<file path="src/gb_consts.svh">
// register offsets, reset values, field positions and timing counts of the port block
`ifndef GB_CONSTS_SVH
`define GB_CONSTS_SVH

// register byte offsets
`define GB_OFF_CTRL 12'h180
`define GB_OFF_MF_DOUT 12'h184
`define GB_OFF_MF_DIR 12'h188
`define GB_OFF_MF_DIN 12'h18c
`define GB_OFF_MF_SEL 12'h190
`define GB_OFF_IO_PD 12'h194
`define GB_OFF_MF_PD 12'h198
`define GB_OFF_ST_MF_RISE 12'h19c
`define GB_OFF_ST_MF_FALL 12'h1a0
`define GB_OFF_ST_IO 12'h1a4
`define GB_OFF_MK_MF_RISE 12'h1a8
`define GB_OFF_MK_MF_FALL 12'h1ac
`define GB_OFF_MK_IO 12'h1b0

// control word field positions (low bit of each 7-bit field)
`define GB_CTRL_DIN_LSB 0
`define GB_CTRL_DOUT_LSB 8
`define GB_CTRL_DIR_LSB 16
`define GB_CTRL_DEB_LSB 24

// dedicated pin event status layout
`define GB_ST_IO_RISE_LSB 0
`define GB_ST_IO_FALL_LSB 8

// reset values
`define GB_RST_IO_DIR 7'h00
`define GB_RST_IO_DOUT 7'h00
`define GB_RST_IO_DEB 7'h00
`define GB_RST_MF_DOUT 32'h00000000
`define GB_RST_MF_DIR 32'h00000000
`define GB_RST_MF_SEL 32'hf20f0fff
`define GB_RST_IO_PD 7'h7f
`define GB_RST_MF_PD 32'hfaf03ffc

// debounce timing: a level must hold this long to pass the filter
`define GB_CLK_MHZ 40
`define GB_DEB_TIME_NS 100000
`define GB_DEB_CYCLES ((`GB_DEB_TIME_NS * `GB_CLK_MHZ) / 1000)
`define GB_DEB_CNT_W 12

`endif

</file>
<file path="src/gb_pkg.sv">
// types shared by the port block
package gb_pkg;

    // wishbone request from the master
    typedef struct packed {
        logic [11:0] adr;
        logic [31:0] dat;
        logic [3:0]  sel;
        logic        we;
    } gb_wb_req_t;

    // dedicated bank pad drive
    typedef struct packed {
        logic [6:0] dout;
        logic [6:0] oe;
        logic [6:0] pull;
    } gb_io_pad_t;

    // multi-function bank pad drive
    typedef struct packed {
        logic [31:0] dout;
        logic [31:0] oe;
        logic [31:0] pull;
    } gb_mf_pad_t;

endpackage

</file>
<file path="src/gb_debounce.sv">
// per-bit debounce filter with bypass for the dedicated pins
`timescale 1ns/10ps
`include "gb_consts.svh"
module gb_debounce
    import gb_pkg::*;
(
    // clock and reset
    input  wire logic       clk_i,
    input  wire logic       rst_i,
    // levels
    input  wire logic [6:0] raw_i,
    input  wire logic [6:0] en_i,
    output logic [6:0]      level_o
);

    localparam logic [`GB_DEB_CNT_W-1:0] DEB_MAX = `GB_DEB_CNT_W'(`GB_DEB_CYCLES - 1);

    logic [6:0] filt_q;
    logic [`GB_DEB_CNT_W-1:0] cnt_q [7];

    // a bit follows the raw level only after it has differed for the whole window
    always_ff @(posedge clk_i) begin
        for (int i = 0; i < 7; i++) begin
            if (rst_i) begin
                filt_q[i] <= 1'b0;
                cnt_q[i] <= '0;
            end else if (raw_i[i] == filt_q[i]) begin
                cnt_q[i] <= '0;
            end else if (cnt_q[i] == DEB_MAX) begin
                filt_q[i] <= raw_i[i];
                cnt_q[i] <= '0;
            end else begin
                cnt_q[i] <= cnt_q[i] + 1'b1;
            end
        end
    end

    // bypass keeps filter state running so switching modes is glitch-limited
    assign level_o = (en_i & filt_q) | (~en_i & raw_i);

endmodule

</file>
<file path="src/gb_gpio.sv">
// two-bank general purpose port with edge events and wishbone register access
`timescale 1ns/10ps
`include "gb_consts.svh"
// Overview of operation
// - each multi-function pin rising edge sets its own sticky bit in status three
// - each multi-function pin falling edge sets its own sticky bit in status four
// - each dedicated pin sets own rise and fall bits in status five
// - debounce select one filters a dedicated pin input, zero bypasses filter
// - dedicated direction bit one makes output, zero input; resets to zero
// - dedicated pin driven from output bit only while set as output
// - dedicated input bits read the pin level in either direction
// - multi-function pin driven from output register only while set as output
// - multi-function direction one is output, zero input; resets to zero
// - multi-function input register reads pin level whatever the direction
// - select one gives pin to port logic, zero keeps normal function
// - dedicated power-down bit one lets pin power down; zero keeps active
// - multi-function power-down bit one lets pin power down; zero keeps active
// - in power-down, set bit pulls pin low; clear bit floats or drives
module gb_gpio
    import gb_pkg::*;
(
    // clock and reset
    input  wire logic        clk_i,
    input  wire logic        rst_i,
    // wishbone slave
    input  wire logic        wb_cyc_i,
    input  wire logic        wb_stb_i,
    input  wire gb_wb_req_t  wb_req_i,
    output logic [31:0]      wb_dat_o,
    output logic             wb_ack_o,
    // chip power-down state
    input  wire logic        powerdown_i,
    // dedicated pins
    input  wire logic [6:0]  io_pin_i,
    output gb_io_pad_t       io_pad_o,
    // multi-function pins
    input  wire logic [31:0] mf_pin_i,
    output gb_mf_pad_t       mf_pad_o,
    // normal pin functions sharing the multi-function pins
    input  wire logic [31:0] func_dout_i,
    input  wire logic [31:0] func_oe_i,
    output logic [31:0]      func_din_o,
    // interrupt
    output logic             irq_o
);

    // byte-lane merge of a write into a stored word
    function automatic logic [31:0] lane_merge(input logic [31:0] old_v, input logic [31:0] new_v,
                                               input logic [3:0] sel);
        logic [31:0] m;
        m = {{8{sel[3]}}, {8{sel[2]}}, {8{sel[1]}}, {8{sel[0]}}};
        return (old_v & ~m) | (new_v & m);
    endfunction

    // sticky status update: a set in the clearing cycle wins
    function automatic logic [31:0] sticky(input logic [31:0] old_v, input logic [31:0] set_v,
                                           input logic [31:0] clr_v);
        return (old_v & ~clr_v) | set_v;
    endfunction

    // registers
    logic [6:0] io_dir_q;
    logic [6:0] io_dout_q;
    logic [6:0] io_deb_q;
    logic [6:0] io_pd_q;
    logic [31:0] mf_dout_q;
    logic [31:0] mf_dir_q;
    logic [31:0] mf_sel_q;
    logic [31:0] mf_pd_q;
    logic [31:0] st_mf_rise_q;
    logic [31:0] st_mf_fall_q;
    logic [31:0] st_io_q;
    logic [31:0] mk_mf_rise_q;
    logic [31:0] mk_mf_fall_q;
    logic [31:0] mk_io_q;
    logic [31:0] wb_dat_q;
    logic wb_ack_q;
    logic irq_q;

    // synchronisers and edge history
    logic [6:0] io_s1_q;
    logic [6:0] io_s2_q;
    logic [31:0] mf_s1_q;
    logic [31:0] mf_s2_q;
    logic [6:0] io_prev_q;
    logic [31:0] mf_prev_q;
    logic [6:0] io_level;

    // pad and function outputs
    gb_io_pad_t io_pad_q;
    gb_mf_pad_t mf_pad_q;
    logic [31:0] func_din_q;

    // two flip-flops on every pin before anything looks at it
    always_ff @(posedge clk_i) begin
        if (rst_i) begin
            io_s1_q <= 7'h00;
            io_s2_q <= 7'h00;
            mf_s1_q <= 32'h00000000;
            mf_s2_q <= 32'h00000000;
        end else begin
            io_s1_q <= io_pin_i;
            io_s2_q <= io_s1_q;
            mf_s1_q <= mf_pin_i;
            mf_s2_q <= mf_s1_q;
        end
    end

    // dedicated pin debounce
    gb_debounce u_deb (
        .clk_i   (clk_i),
        .rst_i   (rst_i),
        .raw_i   (io_s2_q),
        .en_i    (io_deb_q),
        .level_o (io_level)
    );

    // bus decode
    wire bus_req = wb_cyc_i & wb_stb_i & ~wb_ack_q;
    wire bus_wr = bus_req & wb_req_i.we;
    wire [11:0] adr_w = {wb_req_i.adr[11:2], 2'b00};
    wire hit_ctrl = adr_w == `GB_OFF_CTRL;
    wire hit_mf_dout = adr_w == `GB_OFF_MF_DOUT;
    wire hit_mf_dir = adr_w == `GB_OFF_MF_DIR;
    wire hit_mf_din = adr_w == `GB_OFF_MF_DIN;
    wire hit_mf_sel = adr_w == `GB_OFF_MF_SEL;
    wire hit_io_pd = adr_w == `GB_OFF_IO_PD;
    wire hit_mf_pd = adr_w == `GB_OFF_MF_PD;
    wire hit_st_mr = adr_w == `GB_OFF_ST_MF_RISE;
    wire hit_st_mf = adr_w == `GB_OFF_ST_MF_FALL;
    wire hit_st_io = adr_w == `GB_OFF_ST_IO;
    wire hit_mk_mr = adr_w == `GB_OFF_MK_MF_RISE;
    wire hit_mk_mf = adr_w == `GB_OFF_MK_MF_FALL;
    wire hit_mk_io = adr_w == `GB_OFF_MK_IO;

    // current stored words, used for reads and for byte-lane merges
    wire [31:0] ctrl_word = {1'b0, io_deb_q, 1'b0, io_dir_q, 1'b0, io_dout_q, 1'b0, io_s2_q};
    wire [31:0] ctrl_new = lane_merge(ctrl_word, wb_req_i.dat, wb_req_i.sel);
    wire [31:0] io_pd_new = lane_merge({25'h0000000, io_pd_q}, wb_req_i.dat, wb_req_i.sel);
    wire [31:0] wr_mask = {{8{wb_req_i.sel[3]}}, {8{wb_req_i.sel[2]}}, {8{wb_req_i.sel[1]}},
                           {8{wb_req_i.sel[0]}}};
    wire [31:0] clr_data = wb_req_i.dat & wr_mask;

    // read mux; unmapped offsets read as zero
    wire [31:0] rd_data =
        hit_ctrl ? ctrl_word :
        hit_mf_dout ? mf_dout_q :
        hit_mf_dir ? mf_dir_q :
        hit_mf_din ? mf_s2_q :
        hit_mf_sel ? mf_sel_q :
        hit_io_pd ? {25'h0000000, io_pd_q} :
        hit_mf_pd ? mf_pd_q :
        hit_st_mr ? st_mf_rise_q :
        hit_st_mf ? st_mf_fall_q :
        hit_st_io ? st_io_q :
        hit_mk_mr ? mk_mf_rise_q :
        hit_mk_mf ? mk_mf_fall_q :
        hit_mk_io ? mk_io_q :
        32'h00000000;

    // edge events on synchronised (and for the dedicated bank, filtered) levels
    wire [31:0] mf_rise = mf_s2_q & ~mf_prev_q;
    wire [31:0] mf_fall = ~mf_s2_q & mf_prev_q;
    wire [6:0] io_rise = io_level & ~io_prev_q;
    wire [6:0] io_fall = ~io_level & io_prev_q;
    wire [31:0] io_set = {17'h00000, io_fall, 1'b0, io_rise};

    // write-one-to-clear strobes
    wire [31:0] clr_mr = (bus_wr & hit_st_mr) ? clr_data : 32'h00000000;
    wire [31:0] clr_mf = (bus_wr & hit_st_mf) ? clr_data : 32'h00000000;
    wire [31:0] clr_io = (bus_wr & hit_st_io) ? clr_data : 32'h00000000;

    // edge history; reset to the current level is not possible, so the first
    // sample after reset may report a rise on a pin that is already high
    always_ff @(posedge clk_i) begin
        if (rst_i) begin
            mf_prev_q <= 32'h00000000;
            io_prev_q <= 7'h00;
        end else begin
            mf_prev_q <= mf_s2_q;
            io_prev_q <= io_level;
        end
    end

    // sticky event status
    always_ff @(posedge clk_i) begin
        if (rst_i) begin
            st_mf_rise_q <= 32'h00000000;
            st_mf_fall_q <= 32'h00000000;
            st_io_q <= 32'h00000000;
        end else begin
            st_mf_rise_q <= sticky(st_mf_rise_q, mf_rise, clr_mr);
            st_mf_fall_q <= sticky(st_mf_fall_q, mf_fall, clr_mf);
            st_io_q <= sticky(st_io_q, io_set, clr_io);
        end
    end

    // dedicated bank configuration
    always_ff @(posedge clk_i) begin
        if (rst_i) begin
            io_dir_q <= `GB_RST_IO_DIR;
            io_dout_q <= `GB_RST_IO_DOUT;
            io_deb_q <= `GB_RST_IO_DEB;
            io_pd_q <= `GB_RST_IO_PD;
        end else if (bus_wr) begin
            if (hit_ctrl) begin
                io_dir_q <= ctrl_new[`GB_CTRL_DIR_LSB +: 7];
                io_dout_q <= ctrl_new[`GB_CTRL_DOUT_LSB +: 7];
                io_deb_q <= ctrl_new[`GB_CTRL_DEB_LSB +: 7];
            end
            if (hit_io_pd) begin
                io_pd_q <= io_pd_new[6:0];
            end
        end
    end

    // multi-function bank configuration
    always_ff @(posedge clk_i) begin
        if (rst_i) begin
            mf_dout_q <= `GB_RST_MF_DOUT;
            mf_dir_q <= `GB_RST_MF_DIR;
            mf_sel_q <= `GB_RST_MF_SEL;
            mf_pd_q <= `GB_RST_MF_PD;
        end else if (bus_wr) begin
            if (hit_mf_dout) begin
                mf_dout_q <= lane_merge(mf_dout_q, wb_req_i.dat, wb_req_i.sel);
            end
            if (hit_mf_dir) begin
                mf_dir_q <= lane_merge(mf_dir_q, wb_req_i.dat, wb_req_i.sel);
            end
            if (hit_mf_sel) begin
                mf_sel_q <= lane_merge(mf_sel_q, wb_req_i.dat, wb_req_i.sel);
            end
            if (hit_mf_pd) begin
                mf_pd_q <= lane_merge(mf_pd_q, wb_req_i.dat, wb_req_i.sel);
            end
        end
    end

    // interrupt masks share the status layout
    always_ff @(posedge clk_i) begin
        if (rst_i) begin
            mk_mf_rise_q <= 32'h00000000;
            mk_mf_fall_q <= 32'h00000000;
            mk_io_q <= 32'h00000000;
        end else if (bus_wr) begin
            if (hit_mk_mr) begin
                mk_mf_rise_q <= lane_merge(mk_mf_rise_q, wb_req_i.dat, wb_req_i.sel);
            end
            if (hit_mk_mf) begin
                mk_mf_fall_q <= lane_merge(mk_mf_fall_q, wb_req_i.dat, wb_req_i.sel);
            end
            if (hit_mk_io) begin
                mk_io_q <= lane_merge(mk_io_q, wb_req_i.dat, wb_req_i.sel);
            end
        end
    end

    // one ack per request, one cycle after it is seen; ack drops next cycle
    always_ff @(posedge clk_i) begin
        if (rst_i) begin
            wb_ack_q <= 1'b0;
            wb_dat_q <= 32'h00000000;
        end else begin
            wb_ack_q <= bus_req;
            wb_dat_q <= (bus_req & ~wb_req_i.we) ? rd_data : 32'h00000000;
        end
    end

    // level interrupt, registered so the output comes from a flip-flop
    wire irq_d = |(st_mf_rise_q & mk_mf_rise_q) | |(st_mf_fall_q & mk_mf_fall_q) |
                 |(st_io_q & mk_io_q);

    always_ff @(posedge clk_i) begin
        if (rst_i) begin
            irq_q <= 1'b0;
        end else begin
            irq_q <= irq_d;
        end
    end

    // dedicated pads: power-down with bit set pulls low, else per direction
    wire [6:0] io_pd_act = powerdown_i ? io_pd_q : 7'h00;
    wire [6:0] io_oe_d = io_dir_q & ~io_pd_act;

    // multi-function pads: port logic owns the pin only when selected
    wire [31:0] mf_pd_act = powerdown_i ? mf_pd_q : 32'h00000000;
    wire [31:0] mf_oe_sel = (mf_sel_q & mf_dir_q) | (~mf_sel_q & func_oe_i);
    wire [31:0] mf_dout_sel = (mf_sel_q & mf_dout_q) | (~mf_sel_q & func_dout_i);
    wire [31:0] mf_oe_d = mf_oe_sel & ~mf_pd_act;

    // pad drive registers; one cycle behind configuration and the normal function
    always_ff @(posedge clk_i) begin
        if (rst_i) begin
            io_pad_q <= '0;
            mf_pad_q <= '0;
            func_din_q <= 32'h00000000;
        end else begin
            io_pad_q.dout <= io_dout_q & io_oe_d;
            io_pad_q.oe <= io_oe_d;
            io_pad_q.pull <= io_pd_act;
            mf_pad_q.dout <= mf_dout_sel & mf_oe_d;
            mf_pad_q.oe <= mf_oe_d;
            mf_pad_q.pull <= mf_pd_act;
            func_din_q <= mf_s2_q & ~mf_sel_q;
        end
    end

    // outputs
    assign wb_dat_o = wb_dat_q;
    assign wb_ack_o = wb_ack_q;
    assign irq_o = irq_q;
    assign io_pad_o = io_pad_q;
    assign mf_pad_o = mf_pad_q;
    assign func_din_o = func_din_q;

endmodule

</file>
<file path="config.mk">
export PLATFORM = sky130hd
export DESIGN_NAME = gb_gpio
export DESIGN_NICKNAME = d
export VERILOG_FILES = /design/src/gb_pkg.sv /design/src/gb_debounce.sv /design/src/gb_gpio.sv
export VERILOG_INCLUDE_DIRS = /design/src
export SDC_FILE = /design/constraint.sdc
export NUM_CORES = 1
export LEC_CHECK = 0
export BUFFER_PORTS_ARGS = -buffer_cell sky130_fd_sc_hd__buf_2
export CORE_MARGIN = 2
export CORE_UTILIZATION = 35
export DETAILED_ROUTE_END_ITERATION = 10
export MAX_ROUTING_LAYER = met4
export SYNTH_ARGS = -nofsm -noshare
export SYNTH_HDL_FRONTEND = slang
export SYNTH_HIERARCHICAL = 1
export SYNTH_SLANG_ARGS = --single-unit
export TNS_END_PERCENT = 100
</file>
<file path="constraint.sdc">
create_clock -name clk_i -period 6.3 [get_ports clk_i]
set_clock_uncertainty 0.1 [all_clocks]
set_input_delay 1.26 -clock clk_i [delete_from_list [all_inputs] [get_ports clk_i]]
set_output_delay 1.26 -clock clk_i [all_outputs]
set_load 0.02 [all_outputs]
</file>
==> run_results.csv <==
group,metric,value,unit
hold_path,hold_path.class,"flop to flop",
logic_synthesis,ys_warn_count,6,
clock_tree,clock-root-buffer,"clkbuf_16",
logic_synthesis,yosysSeqAreaShare,51.2,%
sta,hold_slack,333,ps
worst_setup_path,path_buf_inv,2,
detailed_routing,wl_met3,13.6,mm
worst_setup_path,cpMaxStageDelayCell,"or4b_4",
sta,fin_crit,3990,ps
worst_setup_path,cp_cell_sequence,"buf_2, or4b_4, nor3_4, buf_4, a2bb2oi_1, a221oi_2, o211ai_1, a221o_1",
sta,max_freq,251,MHz
clock_tree,cts_tree,"built",
global_route,grt_pass1_vias,25975,
sta,slew_headroom,22.6,%
layout,synthToLayoutAreaGrowth,19.8,%
detailed_routing,drt_first_pass_iters,6,
sta,rsz0062_at_grt,"no",
layout,final_nets,3914,
detailed_routing,vias,27868,
sta,worst_pin_slew,1150,ps
logic_synthesis,synthTopCellsByArea,"dfxtp_1, edfxtp_1, a21oi_1",
worst_setup_path,endpoint,"wb_dat_o[29]",
clock_tree,numCtsBuffers,80,
detailed_routing,wl_met2,53.6,mm
logic_synthesis,synthArstFlopShare,0,%
logic_synthesis,synthCells,3412,
clock_tree,clk_pin_slew,60,ps
worst_setup_path,r2r_cells,8,
sta,fin_setup_tns,0,ps
clock_tree,clk_path_buf_depth,3,
floorplan,dieArea,0.0897,sq mm
sta,hold_violations,0,
global_route,grt.total_usage,27.4,%
worst_setup_path,start_kind,"primary input",
detailed_routing,drc,0,
worst_setup_path,max_stage_delay,840,ps
detailed_routing,vias_per_cell,5.59,
detailed_routing,postRouteWirelength,123,mm
detailed_routing,wl_met1,49.0,mm
power,p_leak,13.5,nW
place,gp_congestion,1.04,
place,place_hpwl,88.9,mm
worst_setup_path,cp.required,6740,ps
logic_synthesis,synth_top_area_cell,"dfxtp_1",
outcome,status,"finished, final reports clean",
floorplan,boundaryPins,340,
worst_setup_path,setup.worst_path.start,"wb_req_i[41]",
power,ir_drop,206,uV
logic_synthesis,avgSynthCellArea,8.96,sq um
worst_setup_path,path_max_fanout,33,
layout,final_common_cell,"dfxtp_1",
global_route,grt_first_pass_wirelength,177,mm
worst_setup_path,crit_path_end_kind,"flop",
logic_synthesis,synth.top_cell.area_share,42.9,%
logic_synthesis,ys_types,74,
floorplan,core,0.0866,sq mm
clock_tree,clock_latency,660,ps
clock_tree,cts_resized,0,
floorplan,start_util,35.3,%
clock_tree,cts_hold_buf,0,
worst_setup_path,path_delay_family,"simple AND/OR/NAND/NOR gates",
global_route,grt_remaining_overflow,0,
worst_setup_path,cp.arrival,4430,ps
floorplan,rows,108,
worst_setup_path,r2r_start,"wb_ack_o",
worst_setup_path,rrSetupSlack,3180,ps
layout,mostFrequentLayoutCells,"dfxtp_1, nand2_1, a21oi_1",
detailed_routing,wl_per_cell,24.7,um
logic_synthesis,ys_seq_elements,739,
logic_synthesis,synth-edff-count,84,
power,power_density,291,mW/mm^2
sta,setup_violations,0,
detailed_routing,final_antenna_net_count,0,
flow_run,maxCapViolations,0,
logic_synthesis,syn-cell-area,0.0306,sq mm
global_route,grt_max_degree,130,
detailed_routing,topRoutingLayerUsed,"met4",
floorplan,fp.dieH,300,um
sta,finalMaxSlewViolations,0,
clock_tree,htree_levels,3,
layout,layout-drive-gt1-share,15.8,%
logic_synthesis,synth_ff_type,"dfxtp_1",
clock_tree,cts_setup_buffers,0,
sta,finalCritPeriodShare,63.3,%
detailed_routing,first_iter_violations,3756,
floorplan,chipWidth,300,um
worst_setup_path,crit_type,"primary input to flop",
global_route,antenna_found_initial,10,
place,numPortBuffers,337,
worst_setup_path,cp.depth,8,
clock_tree,clock-sinks,739,
[metrics by stage]
stage | instance area [sq um] | setup WS [ps] | util [%] | power, W | cells
global route | 36600 | 2300 | 42.3 | 0.0110 | 4978
global placement | 33700 | 1780 | 38.9 | 0.00553 | 4823
finish | 36600 | 2310 | 42.3 | 0.0107 | 4981
CTS | 36600 | 2470 | 42.3 | 0.0107 | 4972
floorplan | 30900 | 3130 | - | 0.00530 | 3495
detailed placement | 33700 | 1790 | 38.9 | 0.00554 | 4823
[cell families (layout without fill, tap and decap cells)]
family	Yosys count	count (layout)	synth area share, %
buffers and inverters	270	592	3.55
multiplexers	105	105	3.53
AND/OR/NAND/NOR	1205	1205	19.6
AO/OA/AOI/OAI	1009	1009	19.7
flip-flops	739	739	51.2
XOR/XNOR	76	76	2.18
adder cells (fa/ha/maj)	7	7	0.287
other	1	93	0.0123
[final cells by class]
type | instances | area [sq um]
Clock inverter | 39 | 601
Inverter | 34 | 128
Multi-Input combinational cell | 2486 | 14200
Fill cell | 8696 | 50000
Antenna cell | 9 | 22.5
Sequential cell | 739 | 15600
Tap cell | 1155 | 1450
Clock buffer | 110 | 2340
Timing Repair Buffer | 409 | 2280
[worst min-delay path by stage]
stage	startpoint	end	slack, ps	depth (start not counted)
finish	mf_s1_q[19]	mf_s2_q[19]	330	1
global route	mf_s1_q[0]	mf_s2_q[0]	350	1
CTS	mf_s1_q[17]	mf_s2_q[17]	330	1
detailed placement	mf_s1_q[17]	mf_s2_q[17]	320	1
global placement	mf_s1_q[16]	mf_s2_q[16]	320	1
floorplan	io_s1_q[0]	io_s2_q[0]	310	1
[routing by layer]
| layer | vias to the layer above | global-route usage, % |
|---|---|---|
| li1 | 12568 | - |
| met1 | 13266 | 34.8 |
| met2 | 1686 | 40.6 |
| met3 | 348 | 6.57 |
| met4 | 0 | 13.6 |
| met5 | - | - |
[synthesized netlist by cell type, drive strengths merged (8+ instances only)]
library cell,instances
o211ai,8
buf,57
a222oi,8
mux2,22
o2bb2ai,10
nor2b,236
xor2,18
a22oi,60
nand2b,95
nor3b,17
o22ai,25
o221ai,13
inv,34
a22o,12
nor4,24
o21ai,312
a211o,51
xnor2,58
nand4,26
a211oi,47
a21o,9
nor2,234
a21oi,384
clkbuf,179
nand3,54
a221oi,16
mux2i,83
nand2,407
nor3,32
and2,50
edfxtp,84
o31ai,13
dfxtp,655
a221o,10
[worst reg2reg max path, cell delays in order, from the launching register on]
cell      delay [ps]
dfxtp_1          310
nand3b_1         260
nor2_1           150
buf_4            330
nand2_1          250
buf_4            330
nor2_1           880
nor2b_1          110
a211o_1          290
[report_power, final]
group / switching [W] / leakage (nW) / internal (W)
combinational: 0.000348 / 5.85 / 0.000160
clock: 0.00211 / 1.44 / 0.00309
sequential: 0.0000913 / 6.18 / 0.00485
total: 0.00255 / 13.5 / 0.00810
Note: power is estimated with default switching activity, not from simulation.
